`config.mk`:
```
export PLATFORM = sky130hd
export DESIGN_NAME = tiors_sequencer
export DESIGN_NICKNAME = d
export VERILOG_FILES = /design/src/design/tiors_pkg.sv /design/src/design/tiors_sequencer.sv /design/src/design/tiors_phase_clock.sv /design/src/design/tiors_pulse_timer.sv
export SDC_FILE = /design/constraint.sdc
export NUM_CORES = 1
export LEC_CHECK = 0
export BUFFER_PORTS_ARGS = -buffer_cell sky130_fd_sc_hd__buf_2
export CAP_MARGIN = 20
export CORE_AREA = 2 2 117 119
export DETAILED_ROUTE_END_ITERATION = 6
export DIE_AREA = 0 0 119 121
export HOLD_SLACK_MARGIN = 0.12
export PLACE_DENSITY_LB_ADDON = 0.3
export SETUP_SLACK_MARGIN = 0.15
export SLEW_MARGIN = 5
export SYNTH_ARGS = -nofsm -noshare
export SYNTH_HDL_FRONTEND = slang
export SYNTH_SLANG_ARGS = --single-unit
```
`constraint.sdc`:
```
create_clock -name i_clock -period 2.35 [get_ports i_clock]
set_input_delay 0.1175 -clock i_clock [delete_from_list [all_inputs] [get_ports i_clock]]
set_output_delay 0.1175 -clock i_clock [all_outputs]
set_load 0.02 [all_outputs]
```
`src/design/tiors_pkg.sv`:
```
//----------------------------------------------------------------------
// Purpose: Shared constants for the test I/O response sequencer
// Assumes: 125 MHz clock, APB register access
// Notes:   Register offsets are byte addresses
//----------------------------------------------------------------------
package tiors_pkg;

  //--------------------------------------------------------------------
  // Timing
  //--------------------------------------------------------------------
  localparam int CLOCK_PERIOD_PS = 8000;
  localparam int ONESHOT_NS      = 300;
  localparam int IFRESET_US      = 6;
  localparam int ONESHOT_CYCLES  =
    (ONESHOT_NS * 1000 + CLOCK_PERIOD_PS - 1) / CLOCK_PERIOD_PS;
  localparam int IFRESET_CYCLES  =
    (IFRESET_US * 1000000 + CLOCK_PERIOD_PS - 1) / CLOCK_PERIOD_PS;
  localparam int PHASE_COUNT     = 8;

  //--------------------------------------------------------------------
  // Register map
  //--------------------------------------------------------------------
  localparam logic [7:0] OFS_CONTROL = 8'h00;
  localparam logic [7:0] OFS_UNIT    = 8'h04;
  localparam logic [7:0] OFS_STATE   = 8'h08;
  localparam logic [7:0] OFS_RESULT  = 8'h0C;

  // Control bits
  localparam int CTL_GO        = 0;
  localparam int CTL_LOGOUT_SW = 1;
  localparam int CTL_HALT_BUSY = 2;
  localparam int CTL_START_IO  = 3;
  localparam int CTL_CC_LATCH  = 4;
  localparam int CTL_MRESET    = 5;

  localparam logic [7:0]  PROCEED_CMD = 8'h00;
  localparam logic [31:0] ZERO_WORD   = 32'h0000_0000;

  //--------------------------------------------------------------------
  // Sequencer states
  //--------------------------------------------------------------------
  typedef enum logic [8:0] {
    ST_IDLE    = 9'h001,
    ST_WAIT    = 9'h002,
    ST_BUSY    = 9'h004,
    ST_COMPARE = 9'h008,
    ST_IFCHECK = 9'h010,
    ST_LOGOUT  = 9'h020,
    ST_COMMAND = 9'h040,
    ST_STATUS  = 9'h080,
    ST_AVAIL   = 9'h100
  } tiors_state_e;

endpackage : tiors_pkg

```
`src/design/tiors_sequencer.sv`:
```
//----------------------------------------------------------------------
// Purpose: Test I/O device response sequencer with APB registers
// Assumes: Go bit starts selection; this block raises address out and select out
// Notes:   Status word store and logout run outside this block
//----------------------------------------------------------------------
// Behaviour
// - Status in with address out sets busy and sequence latches, starts clock.
// - Busy unit latch suppresses service out reply to status in.
// - Busy case drops select out at phase four unless halt busy.
// - Busy case: status in falls, drop address out, request status store.
// - Operational in clears address out; gated address in formed.
// - Operational in with gated address in starts clock and compares.
// - Address mismatch at phase one sets interface check latch.
// - Logout switch chooses logout then store, else fault reset path.
// - Interface check with machine check fires 300 ns pulse, sets suppress, starts 6 us reset.
// - Suppress blocks the software machine reset.
// - Interface reset starts store and holds operational out low.
// - Address match clears setup and drives zero proceed byte, odd parity.
// - Phase seven with gated address in raises command out.
// - Address in drop removes gated address in and command out.
// - Status in sets sequence latch; phase two captures status byte.
// - Phase three with status in sets status end, answering service out.
// - Phase four drops select out; status in fall clears status end.
// - Zero status takes available path, else status store.
// - Available path gives code zero, accept, release, clears on drop.
`timescale 1ns/1ps
module tiors_sequencer
  import tiors_pkg::*;
#(
  parameter int PHASE_CYCLES = 4
) (
  // Clock and reset
  input  wire logic        i_clock,
  input  wire logic        i_rstn,
  // APB slave
  input  wire logic        i_psel,
  input  wire logic        i_penable,
  input  wire logic        i_pwrite,
  input  wire logic [7:0]  i_paddr,
  input  wire logic [31:0] i_pwdata,
  output logic      [31:0] o_prdata,
  output logic             o_pready,
  output logic             o_pslverr,
  // Channel interface pins
  input  wire logic        i_status_in,
  input  wire logic        i_oper_in,
  input  wire logic        i_addr_in,
  input  wire logic [7:0]  i_bus_in,
  output logic             o_address_out,
  output logic             o_select_out,
  output logic             o_command_out,
  output logic             o_service_out,
  output logic             o_oper_out,
  output logic      [7:0]  o_bus_out,
  output logic             o_bus_out_parity,
  // Processor side
  input  wire logic        i_test_io,
  input  wire logic        i_select_channel,
  output logic      [1:0]  o_condition_code,
  output logic             o_accept,
  output logic             o_release,
  output logic             o_machine_check,
  output logic             o_iface_reset,
  // Store and logout routines
  output logic             o_csw_store,
  input  wire logic        i_store_done,
  output logic             o_logout,
  input  wire logic        i_logout_done
);

  //--------------------------------------------------------------------
  // Pin synchronisers
  //--------------------------------------------------------------------
  localparam int SW = 11;
  logic [SW-1:0] pin_raw;
  logic [SW-1:0] sync1;
  logic [SW-1:0] sync2;
  logic [SW-1:0] sync3;
  logic [SW-1:0] pin;

  assign pin_raw = {i_bus_in, i_addr_in, i_oper_in, i_status_in};

  always_ff @(posedge i_clock) begin
    if (!i_rstn) begin
      sync1 <= '0;
      sync2 <= '0;
      sync3 <= '0;
    end else begin
      sync1 <= pin_raw;
      sync2 <= sync1;
      sync3 <= sync2;
    end
  end

  genvar gi;
  generate
    for (gi = 0; gi < SW; gi++) begin : g_agree
      always_ff @(posedge i_clock) begin
        if (!i_rstn) begin
          pin[gi] <= 1'b0;
        end else if (sync2[gi] == sync3[gi]) begin
          pin[gi] <= sync3[gi];
        end
      end
    end
  endgenerate

  logic       status_in;
  logic       oper_in;
  logic       addr_in;
  logic [7:0] bus_in;
  assign status_in = pin[0];
  assign oper_in   = pin[1];
  assign addr_in   = pin[2];
  assign bus_in    = pin[10:3];

  //--------------------------------------------------------------------
  // APB registers
  //--------------------------------------------------------------------
  logic       logout_on_fault_switch;
  logic       halt_busy;
  logic       start_io;
  logic       cc_latch;
  logic [7:0] unit_addr;
  logic       wr;
  logic       rd_setup;
  logic       go;
  logic       mreset_req;

  function automatic logic mapped(input logic [7:0] a);
    mapped = (a == OFS_CONTROL) || (a == OFS_UNIT) ||
             (a == OFS_STATE) || (a == OFS_RESULT);
  endfunction : mapped

  assign wr         = i_psel && i_penable && i_pwrite && mapped(i_paddr);
  assign rd_setup   = i_psel && !i_penable && !i_pwrite;
  assign go         = wr && i_paddr == OFS_CONTROL && i_pwdata[CTL_GO];
  assign mreset_req = wr && i_paddr == OFS_CONTROL &&
                      i_pwdata[CTL_MRESET];
  assign o_pready   = 1'b1;
  assign o_pslverr  = i_psel && i_penable && !mapped(i_paddr);

  always_ff @(posedge i_clock) begin
    if (!i_rstn) begin
      logout_on_fault_switch <= 1'b0;
      halt_busy              <= 1'b0;
      start_io               <= 1'b0;
      cc_latch               <= 1'b0;
      unit_addr              <= 8'h00;
    end else if (wr && i_paddr == OFS_CONTROL) begin
      logout_on_fault_switch <= i_pwdata[CTL_LOGOUT_SW];
      halt_busy              <= i_pwdata[CTL_HALT_BUSY];
      start_io               <= i_pwdata[CTL_START_IO];
      cc_latch               <= i_pwdata[CTL_CC_LATCH];
    end else if (wr && i_paddr == OFS_UNIT) begin
      unit_addr <= i_pwdata[7:0];
    end
  end

  //--------------------------------------------------------------------
  // Timing pieces
  //--------------------------------------------------------------------
  tiors_state_e           state;
  logic                   clk_run;
  logic [PHASE_COUNT-1:0] phase;
  logic                   iface_check;
  logic                   iface_check_q;
  logic                   ss_active;
  logic                   ss_start;
  logic                   ss_done;
  logic                   ifr_done;
  logic                   suppress;
  logic                   soft_clr;

  tiors_phase_clock #(.PHASE_CYCLES(PHASE_CYCLES)) u_phase (
    .i_clock (i_clock),
    .i_rstn  (i_rstn),
    .i_run   (clk_run),
    .o_phase (phase)
  );

  assign ss_start = iface_check && !iface_check_q && o_machine_check;

  tiors_pulse_timer #(.LENGTH(ONESHOT_CYCLES)) u_oneshot (
    .i_clock  (i_clock),
    .i_rstn   (i_rstn),
    .i_fire   (ss_start),
    .o_active (ss_active),
    .o_done   (ss_done)
  );

  tiors_pulse_timer #(.LENGTH(IFRESET_CYCLES)) u_ifreset (
    .i_clock  (i_clock),
    .i_rstn   (i_rstn),
    .i_fire   (ss_start),
    .o_active (o_iface_reset),
    .o_done   (ifr_done)
  );

  assign soft_clr   = mreset_req && !suppress;
  assign o_oper_out = !o_iface_reset;

  always_ff @(posedge i_clock) begin
    if (!i_rstn) begin
      suppress      <= 1'b0;
      iface_check_q <= 1'b0;
    end else begin
      iface_check_q <= iface_check;
      if (ss_active) begin
        suppress <= 1'b1;
      end else if (i_store_done) begin
        suppress <= 1'b0;
      end
    end
  end

  //--------------------------------------------------------------------
  // Sequencer
  //--------------------------------------------------------------------
  logic       gated_addr_in;
  logic       busy_unit;
  logic       seq_latch;
  logic       setup;
  logic       test_io;
  logic       status_end;
  logic [7:0] status_byte;
  logic       status_taken;
  logic       store_req;

  assign gated_addr_in = addr_in && !start_io && !cc_latch;
  assign o_service_out = status_end && !busy_unit;
  assign o_csw_store   = store_req;
  assign o_logout      = state == ST_LOGOUT;
  assign o_accept      = state == ST_AVAIL;

  always_ff @(posedge i_clock) begin
    if (!i_rstn || soft_clr) begin
      state            <= ST_IDLE;
      clk_run          <= 1'b0;
      o_address_out    <= 1'b0;
      o_select_out     <= 1'b0;
      o_command_out    <= 1'b0;
      o_bus_out        <= 8'h00;
      o_bus_out_parity <= 1'b0;
      busy_unit        <= 1'b0;
      seq_latch        <= 1'b0;
      setup            <= 1'b0;
      test_io          <= 1'b0;
      status_end       <= 1'b0;
      status_byte      <= 8'h00;
      status_taken     <= 1'b0;
      iface_check      <= 1'b0;
      o_machine_check  <= 1'b0;
      store_req        <= 1'b0;
      o_condition_code <= 2'b00;
      o_release        <= 1'b0;
    end else begin
      o_release <= 1'b0;
      if (o_iface_reset) begin
        store_req <= 1'b1;
      end else if (store_req && i_store_done) begin
        store_req       <= 1'b0;
        iface_check     <= 1'b0;
        o_machine_check <= 1'b0;
        busy_unit       <= 1'b0;
        seq_latch       <= 1'b0;
        setup           <= 1'b0;
        test_io         <= 1'b0;
      end
      case (state)
        ST_IDLE: begin
          if (go) begin
            o_address_out    <= 1'b1;
            o_select_out     <= 1'b1;
            setup            <= 1'b1;
            test_io          <= 1'b1;
            status_taken     <= 1'b0;
            o_bus_out        <= unit_addr;
            o_bus_out_parity <= ~^unit_addr;
            state            <= ST_WAIT;
          end
        end
        ST_WAIT: begin
          if (status_in && o_address_out) begin
            busy_unit <= 1'b1;
            seq_latch <= 1'b1;
            clk_run   <= 1'b1;
            state     <= ST_BUSY;
          end else if (oper_in) begin
            o_address_out <= 1'b0;
            if (gated_addr_in) begin
              clk_run <= 1'b1;
              state   <= ST_COMPARE;
            end
          end
        end
        ST_BUSY: begin
          if (phase[4] && !halt_busy) begin
            o_select_out <= 1'b0;
          end
          if (!o_select_out && !status_in) begin
            o_address_out <= 1'b0;
            clk_run       <= 1'b0;
            store_req     <= 1'b1;
            state         <= ST_IDLE;
          end
        end
        ST_COMPARE: begin
          if (phase[1]) begin
            if (bus_in != unit_addr) begin
              iface_check <= 1'b1;
              clk_run     <= 1'b0;
              if (logout_on_fault_switch) begin
                state <= ST_LOGOUT;
              end else begin
                o_machine_check <= 1'b1;
                state           <= ST_IFCHECK;
              end
            end else begin
              setup            <= 1'b0;
              o_bus_out        <= PROCEED_CMD;
              o_bus_out_parity <= ~^PROCEED_CMD;
              state            <= ST_COMMAND;
            end
          end
        end
        ST_IFCHECK: begin
          if (ifr_done) begin
            state <= ST_IDLE;
          end
        end
        ST_LOGOUT: begin
          if (i_logout_done) begin
            store_req <= 1'b1;
            state     <= ST_IDLE;
          end
        end
        ST_COMMAND: begin
          if (!gated_addr_in) begin
            o_command_out <= 1'b0;
          end else if (phase[7]) begin
            o_command_out <= 1'b1;
          end
          if (!o_command_out && !addr_in && status_in) begin
            seq_latch <= 1'b1;
            state     <= ST_STATUS;
          end
        end
        ST_STATUS: begin
          if (phase[2] && status_in) begin
            status_byte  <= bus_in;
            status_taken <= 1'b1;
          end
          if (phase[3] && status_in && status_taken) begin
            status_end <= 1'b1;
          end
          if (phase[4] && status_end) begin
            o_select_out <= 1'b0;
          end
          if (status_end && !status_in) begin
            status_end <= 1'b0;
            clk_run    <= 1'b0;
            if (status_byte == 8'h00) begin
              o_condition_code <= 2'b00;
              o_release        <= 1'b1;
              state            <= ST_AVAIL;
            end else begin
              store_req <= 1'b1;
              state     <= ST_IDLE;
            end
          end
        end
        ST_AVAIL: begin
          if (!i_test_io && !i_select_channel) begin
            setup     <= 1'b0;
            test_io   <= 1'b0;
            seq_latch <= 1'b0;
            state     <= ST_IDLE;
          end
        end
        default: begin
          state <= ST_IDLE;
        end
      endcase
    end
  end

  //--------------------------------------------------------------------
  // Read data
  //--------------------------------------------------------------------
  always_ff @(posedge i_clock) begin
    if (!i_rstn) begin
      o_prdata <= ZERO_WORD;
    end else if (rd_setup) begin
      case (i_paddr)
        OFS_CONTROL: o_prdata <= {26'h0, 1'b0, cc_latch, start_io,
                                  halt_busy, logout_on_fault_switch,
                                  1'b0};
        OFS_UNIT:    o_prdata <= {24'h0, unit_addr};
        OFS_STATE:   o_prdata <= {16'h0, suppress, iface_check,
                                  status_end, test_io, setup, seq_latch,
                                  busy_unit, 9'(state)};
        OFS_RESULT:  o_prdata <= {22'h0, o_condition_code, status_byte};
        default:     o_prdata <= ZERO_WORD;
      endcase
    end
  end

endmodule : tiors_sequencer

```
`src/design/tiors_phase_clock.sv`:
```
//----------------------------------------------------------------------
// Purpose: Gated eight-phase sequencer clock
// Assumes: Phase length is a whole number of system cycles
// Notes:   Rests at phase zero while stopped
//----------------------------------------------------------------------
`timescale 1ns/1ps
module tiors_phase_clock
  import tiors_pkg::*;
#(
  parameter int PHASE_CYCLES = 4
) (
  // Clock and reset
  input  wire logic             i_clock,
  input  wire logic             i_rstn,
  // Control
  input  wire logic             i_run,
  // Phase outputs, one-hot
  output logic [PHASE_COUNT-1:0] o_phase
);

  generate
    if (PHASE_CYCLES < 1 || PHASE_CYCLES > 65536) begin : g_bad
      $error("PHASE_CYCLES out of range");
    end
  endgenerate

  logic [15:0] div;

  //--------------------------------------------------------------------
  // Divider and phase ring
  //--------------------------------------------------------------------
  always_ff @(posedge i_clock) begin
    if (!i_rstn || !i_run) begin
      div     <= 16'h0000;
      o_phase <= PHASE_COUNT'(1);
    end else if (div == 16'(PHASE_CYCLES - 1)) begin
      div     <= 16'h0000;
      o_phase <= {o_phase[PHASE_COUNT-2:0], o_phase[PHASE_COUNT-1]};
    end else begin
      div <= div + 16'h0001;
    end
  end

endmodule : tiors_phase_clock

```
`src/design/tiors_pulse_timer.sv`:
```
//----------------------------------------------------------------------
// Purpose: Retriggerable fixed-length pulse
// Assumes: LENGTH of at least one cycle
// Notes:   o_done pulses for one cycle as the pulse ends
//----------------------------------------------------------------------
`timescale 1ns/1ps
module tiors_pulse_timer #(
  parameter int LENGTH = 38
) (
  // Clock and reset
  input  wire logic i_clock,
  input  wire logic i_rstn,
  // Trigger and pulse
  input  wire logic i_fire,
  output logic      o_active,
  output logic      o_done
);

  generate
    if (LENGTH < 1 || LENGTH > 65535) begin : g_bad
      $error("LENGTH out of range");
    end
  endgenerate

  logic [15:0] left;

  always_ff @(posedge i_clock) begin
    if (!i_rstn) begin
      left     <= 16'h0000;
      o_active <= 1'b0;
      o_done   <= 1'b0;
    end else if (i_fire) begin
      left     <= 16'(LENGTH - 1);
      o_active <= 1'b1;
      o_done   <= 1'b0;
    end else if (o_active && left == 16'h0000) begin
      o_active <= 1'b0;
      o_done   <= 1'b1;
    end else begin
      left   <= o_active ? left - 16'h0001 : left;
      o_done <= 1'b0;
    end
  end

endmodule : tiors_pulse_timer

```
; ---- Word level (Yosys, flattened, before mapping)
; Index checks and enable logic that the tools add are counted.
[op_classes]
add_sub_neg = 3
mul = 0
div_mod_pow = 0
order_cmp = 0
n_eq_ne = 45
n_shift = 0
n_mux = 100
bitwise_logic = 6
n_reduce_logical = 86
[ops]
columns = op, n
row1 = $mux W9, 13
row2 = $pmux W9 S9, 1
row3 = $mux W1, 65
row4 = $pmux W16 S4, 1
row5 = $logic_not A16 Y1, 2
row6 = $sub A16 B1 Y16 const B, 2
row7 = $logic_and A1 B1 Y1, 30
row8 = $mux W10, 3
row9 = $ne A2 B2 Y1 const B, 13
row10 = $mux W6, 4
row11 = $mux W8, 3
row12 = $logic_not A1 Y1, 18
row13 = $add A16 B1 Y16 const B, 1
row14 = $eq A16 B2 Y1 const B, 1
row15 = $eq A8 B4 Y1 const B, 2
row16 = $logic_not A8 Y1, 2
row17 = $pmux W8 S2, 1
row18 = $reduce_and A2 Y1, 8
row19 = $reduce_bool A2 Y1, 8
row20 = $pmux W1 S3, 5
row21 = $eq A1 B1 Y1, 11
row22 = $ne A2 B1 Y1 const B, 5
row23 = $reduce_and A10 Y1, 1
row24 = $eq A9 B1 Y1 const B, 1
row25 = other kinds (24), 39
[totals]
reg_bits = 189
latchBits = 0
mem_bits_rw = 0
rom_bits = 0
input_bits = 60
n_memories = 0

; ---- Depth between registers and ports, before layout
[logic_depth]
ltp_word = 10
ltp_mapped = 9

; ---- Cells and area by module
; Synthesis repeated with hierarchy kept, for this count alone.
[unflattened]
hier_cells = 865
hier_area_um2 = 7920.1
[by_module_without_submodules]
columns = mod, n_inst, cells_per_inst, area_per_inst_um2, seq_area_each_um2
row1 = tiors_sequencer, 1, 538, 4887.2, 2282.2
row2 = tiors_phase_clock, 1, 106, 1042.2, 480.5
row3 = tiors_pulse_timer at u_ifreset, 1, 111, 1008.5, 360.3
row4 = tiors_pulse_timer at u_oneshot, 1, 110, 982.2, 360.3

; ---- Least setup slack after synthesis
; No wires, ideal clock.
[synth_path]
path_type = flip-flop to flip-flop
start = register state[6]
end = register o_bus_out[6]
arrival_time_ps = 2056
required_time_ps = 2233
path_slack_ps = 177
path_stages_with_launch = 8
path_buffers = 1
synth_period_minus_slack_ps = 2173
cell_sequence = dfxtp_1 buf_6 or4_4 or4_4 nor3_4 a21o_4 nor2_4 a22o_1
[synth_via]
elab_chain_len = 3
word_cells_on_any_way = 8
cone_classes = eq/ne: 5 / mux: 1 / reduce/logical: 2
[synth_lines]
columns = item, line
row1 = start: declaration, tiors_sequencer.sv:163  ; tiors_state_e state;
row2 = start signal: assignment, tiors_sequencer.sv:238  ; state <= ST_IDLE;
row3 = start signal: assignment, tiors_sequencer.sv:280  ; state <= ST_WAIT;
row4 = start signal: assignment, tiors_sequencer.sv:288  ; state <= ST_BUSY;
row5 = $eq A9 B4 Y1 / $eq A9 B1 Y1 (equally long branches), tiors_sequencer.sv:270  ; case (state)
row6 = "$ne A2 B1 Y1 (no source line), or another cell as far along", --
row7 = $reduce_and A4 Y1 (no source line), --
row8 = end signal: assignment, tiors_sequencer.sv:278  ; o_bus_out <= unit_addr;
row9 = end: declaration, tiors_sequencer.sv:54  ; output logic [7:0] o_bus_out,
; Several ways; a longest one is shown, not always the timed one.
; A chain may end at the register's enable or synchronous reset.

; ---- Final worst setup path
[layout_path]
start = register u_ifreset.left[12]
end = register u_ifreset.left[3]
[layout_via]
elab_chain_len = 4
[layout_lines]
columns = item, line
row1 = start: declaration, tiors_pulse_timer.sv:25  ; logic [15:0] left;
row2 = start signal: assignment, tiors_pulse_timer.sv:33  ; left <= 16'(LENGTH - 1);
row3 = start signal: assignment, tiors_pulse_timer.sv:40  ; left <= o_active ? left - 16'h0001 : left;
row4 = $logic_not A16 Y1, tiors_pulse_timer.sv:36  ; end else if (o_active && left == 16'h0000) begin
row5 = $logic_and A1 B1 Y1, tiors_pulse_timer.sv:36
row6 = $ne A2 B2 Y1 (no source line), --
row7 = $reduce_and A2 Y1 (no source line), --
; No other way between the ends.

==> results.cfg <==
[floorplanning]
rows = 42
die_w_um = 119
die_area_sq_um = 14400
core_region_area_sq_um = 13100
ios = 116
start_util_pct = 55.3
die_h_um = 121

[yosys]
syn_area_per_cell_sq_um = 9.22
ys.flop_type = dfxtp_1
synth_top_area_share_pct = 47.9
yosysUniqueCellTypes = 63
synth-seq-cells = 173
synth-seq-area-share_pct = 47.9
synthArstFlopShare_pct = 0
synth_edf_count = 0
ys_top_cells_by_area = dfxtp_1, nor2_1, xnor2_1
yosysTopAreaCell = dfxtp_1
synth_cells = 784
yosys_warnings = 0
synth_area_sq_um = 7230

[sta]
hold_violations = 0
fmax_ghz = 0.461
rsz0062_at_grt = yes
period_minus_slack_ps = 2170
max_slew_margin_pct = 60.0
final-setup-viol-count = 0
setup-tns-final_ps = 0
finalMaxSlewViolations = 0
finClkSkew_ps = 5.58
worst_slew_pin_slew_ps = 598
finalCritPeriodShare_pct = 92.3
setup_ws_ps = 181

[placed_design]
dp_slack_ps = 35.7
place.port_buffers = 72
post-place-cells = 1020
dpl.hpwl_um = 12000
gp_congestion = 0.875

[route]
num_vias = 6184
route.detailed.drc = 0
wl_per_cell_um = 16.4
drtIter0Drc = 491
ant_nets = 0
vias_per_cell = 5.70
wl_um = 17800
dr.pass1.iters = 5

[global_route]
antenna_found_initial = 0
grt_overflow = 0
grt_max_degree = 53
track_usage_pct = 24.8
grt_pass1_vias = 5891
grt_pass1_wl_um = 28400

[final_layout]
utilization_pct = 67.5
fin_cells = 1084
drive_above_1_share_pct = 21.0
layout.nets = 959
fill_cells = 1004
diodes = 0
area_growth_pct = 22.0

[clock_tree]
worstSkewPairLatency_ps = 430
clock-sinks = 173
htreeDepth = 4
cts_root_buf = clkbuf_16
cts_made_buffers = 17
clock_path_buffers = 2
path_clk_slew_ps = 70
cts_tree = done

[critical_path]
start_kind = flip-flop
crit_chain = or3_4 -> or3_4 -> nor4bb_4 -> buf_4 -> nand3b_1 -> xor2_1 -> a21oi_1
cp.required_ps = 2640
endpoint_kind = flip-flop
cp_max_fo = 5
path_class = flip-flop to flip-flop
worstPathArrival_ps = 2460
crit_path_frequent_cell = or3_4
cpMaxStageDelayCell = or3_4
slowest_delay_ps = 410

[power]
power_mw = 6.00
power_density_nw_per_um2 = 680
ir_worst_vdd_uv = 451
leakagePower_nw = 3.46

[run_status]
status = finished clean

[min_path]
hold_path_class = primary input to flip-flop

[run]
maxCapViolCount = 0
## repair_timing
action,4_1_cts,5_1_grt
buffers inserted,2,6
setup endpoints to repair,19,39
pin swaps,3,12
resized for setup,3,26
hold endpoints to repair,27,0
hold buffers,24,0
## path summary, 6_finish.rpt
path / start / to / slack [ps] / depth (start not counted)
setup / recovery: u_ifreset.left[12]$_SDFFE_PP0P_ / u_ifreset.left[3]$_SDFFE_PN0P_ / 180 / 7
hold / removal: i_paddr[2] / unit_addr[7]$_SDFFE_PN0P_ / 150 / 3
setup reg to reg: u_ifreset.left[12]$_SDFFE_PP0P_ / u_ifreset.left[3]$_SDFFE_PN0P_ / 180 / 7
hold reg to reg: sync1[4]$_SDFF_PN0_ / sync2[4]$_SDFF_PN0_ / 430 / 1
## Yosys cell counts, types with 3 or more instances
| master | instances |
|---|---|
| dfxtp_1 | 173 |
| mux4_2 | 4 |
| nand4_1 | 7 |
| and3_1 | 9 |
| a22o_1 | 12 |
| nor4_1 | 13 |
| mux2_2 | 4 |
| a22oi_1 | 19 |
| nand3_1 | 24 |
| nor2b_1 | 6 |
| or4b_2 | 3 |
| buf_2 | 11 |
| a211oi_1 | 4 |
| inv_1 | 10 |
| nand3b_1 | 6 |
| a31oi_1 | 5 |
| or3b_2 | 3 |
| clkbuf_1 | 25 |
| o21ai_0 | 21 |
| ha_1 | 4 |
| nor4bb_1 | 3 |
| or3_1 | 12 |
| nand2_1 | 45 |
| nand2b_1 | 3 |
| o2111ai_1 | 3 |
| nor4b_1 | 5 |
| a21oi_1 | 49 |
| xor2_1 | 19 |
| and2_1 | 38 |
| xnor2_1 | 33 |
| nor3b_1 | 5 |
| or4_1 | 4 |
| nor2_1 | 103 |
| mux2i_1 | 22 |
| buf_4 | 19 |
| nor3_1 | 24 |
## stage by stage
step | hold WS, ps | instance area [sq um]
after global routing | 166 | 8830
after CTS | 139 | 8670
after global placement | 324 | 7790
after floorplan | 245 | 7300
after detailed placement | 327 | 7790
final | 146 | 8830
## cell families (layout without fill, tap and decap cells)
group           count (synthesis)  count (layout)  share of synthesized area [%]
simple gates                  325             325                           23.7
other cells                     2              19                          0.104
fa+ha+maj                       4               4                          0.692
compound gates                130             130                           11.6
buf+inv                        68             175                           4.81
xor+xnor                       52              52                           6.30
mux                            30              30                           4.91
flops                         173             173                           47.9
## power breakdown
| part | switching, mW | internal, mW |
|---|---|---|
| logic | 0.114 | 0.0800 |
| registers | 0.00869 | 2.95 |
| clock network | 1.20 | 1.64 |
## placed cells by master, fill, tap and decap left out, types with 5 or more instances in the layout
cell type      Yosys  layout
a21oi_1           49      49
a22o_1            12      12
a22oi_1           19      19
a31oi_1            5       5
and2_1            38      38
and3_1             9       9
buf_2             11      72
buf_4             19      32
clkbuf_16          0      17
conb_1             2      19
dfxtp_1          173     167
dfxtp_2            0       5
dlygate4sd3_1      0      24
inv_1             10      10
mux2i_1           22      22
nand2_1           45      45
nand3_1           24      23
nand3b_1           6       6
nand4_1            7       7
nor2_1           103     101
nor2b_1            6       6
nor3_1            24      22
nor3b_1            5       5
nor4_1            13      11
o21ai_0           21      20
or3_1             12       9
xnor2_1           33      33
xor2_1            19      19
## final cells by class
cell class,count,area [sq um],area share [%]
inverters,11,41.3,0.468
well taps,176,220,2.50
clock buffers,19,453,5.13
multi-input cells,560,3580,40.6
clock inverters,13,151,1.72
flip-flops and latches,173,3470,39.4
repair buffers,132,903,10.2
## state kept, by name (all words and copies together) (netlist names), 8 cells and up
| signal | cells |
|---|---|
| bus_in | 8 |
| o_bus_out | 8 |
| o_prdata | 16 |
| state | 9 |
| status_byte | 8 |
| sync1 | 11 |
| sync2 | 11 |
| sync3 | 11 |
| u_ifreset.left | 16 |
| u_oneshot.left | 16 |
| u_phase.div | 16 |
| u_phase.o_phase | 8 |
| unit_addr | 8 |
## critical path: cells and delay by family, from the launching register on
| family | cells | cell delay, ps |
|---|---|---|
| AND/OR/NAND/NOR | 4 | 1260 |
| flip-flops | 1 | 320 |
| buffers and inverters | 1 | 190 |
| XOR/XNOR | 1 | 190 |
| AO/OA/AOI/OAI | 1 | 80 |
## metal layers
layer  part of all wire, %  vias up  track usage (%)  routed length [um]
met5                     0        -                0                   0
met4                   4.0        0             13.5                 713
met3                   5.2       61             4.65                 927
met2                    49      244             41.5                8700
met1                    42     2941             30.2                7410
li1                      -     2938                -                   -
Power figures use the tool's default switching activity.
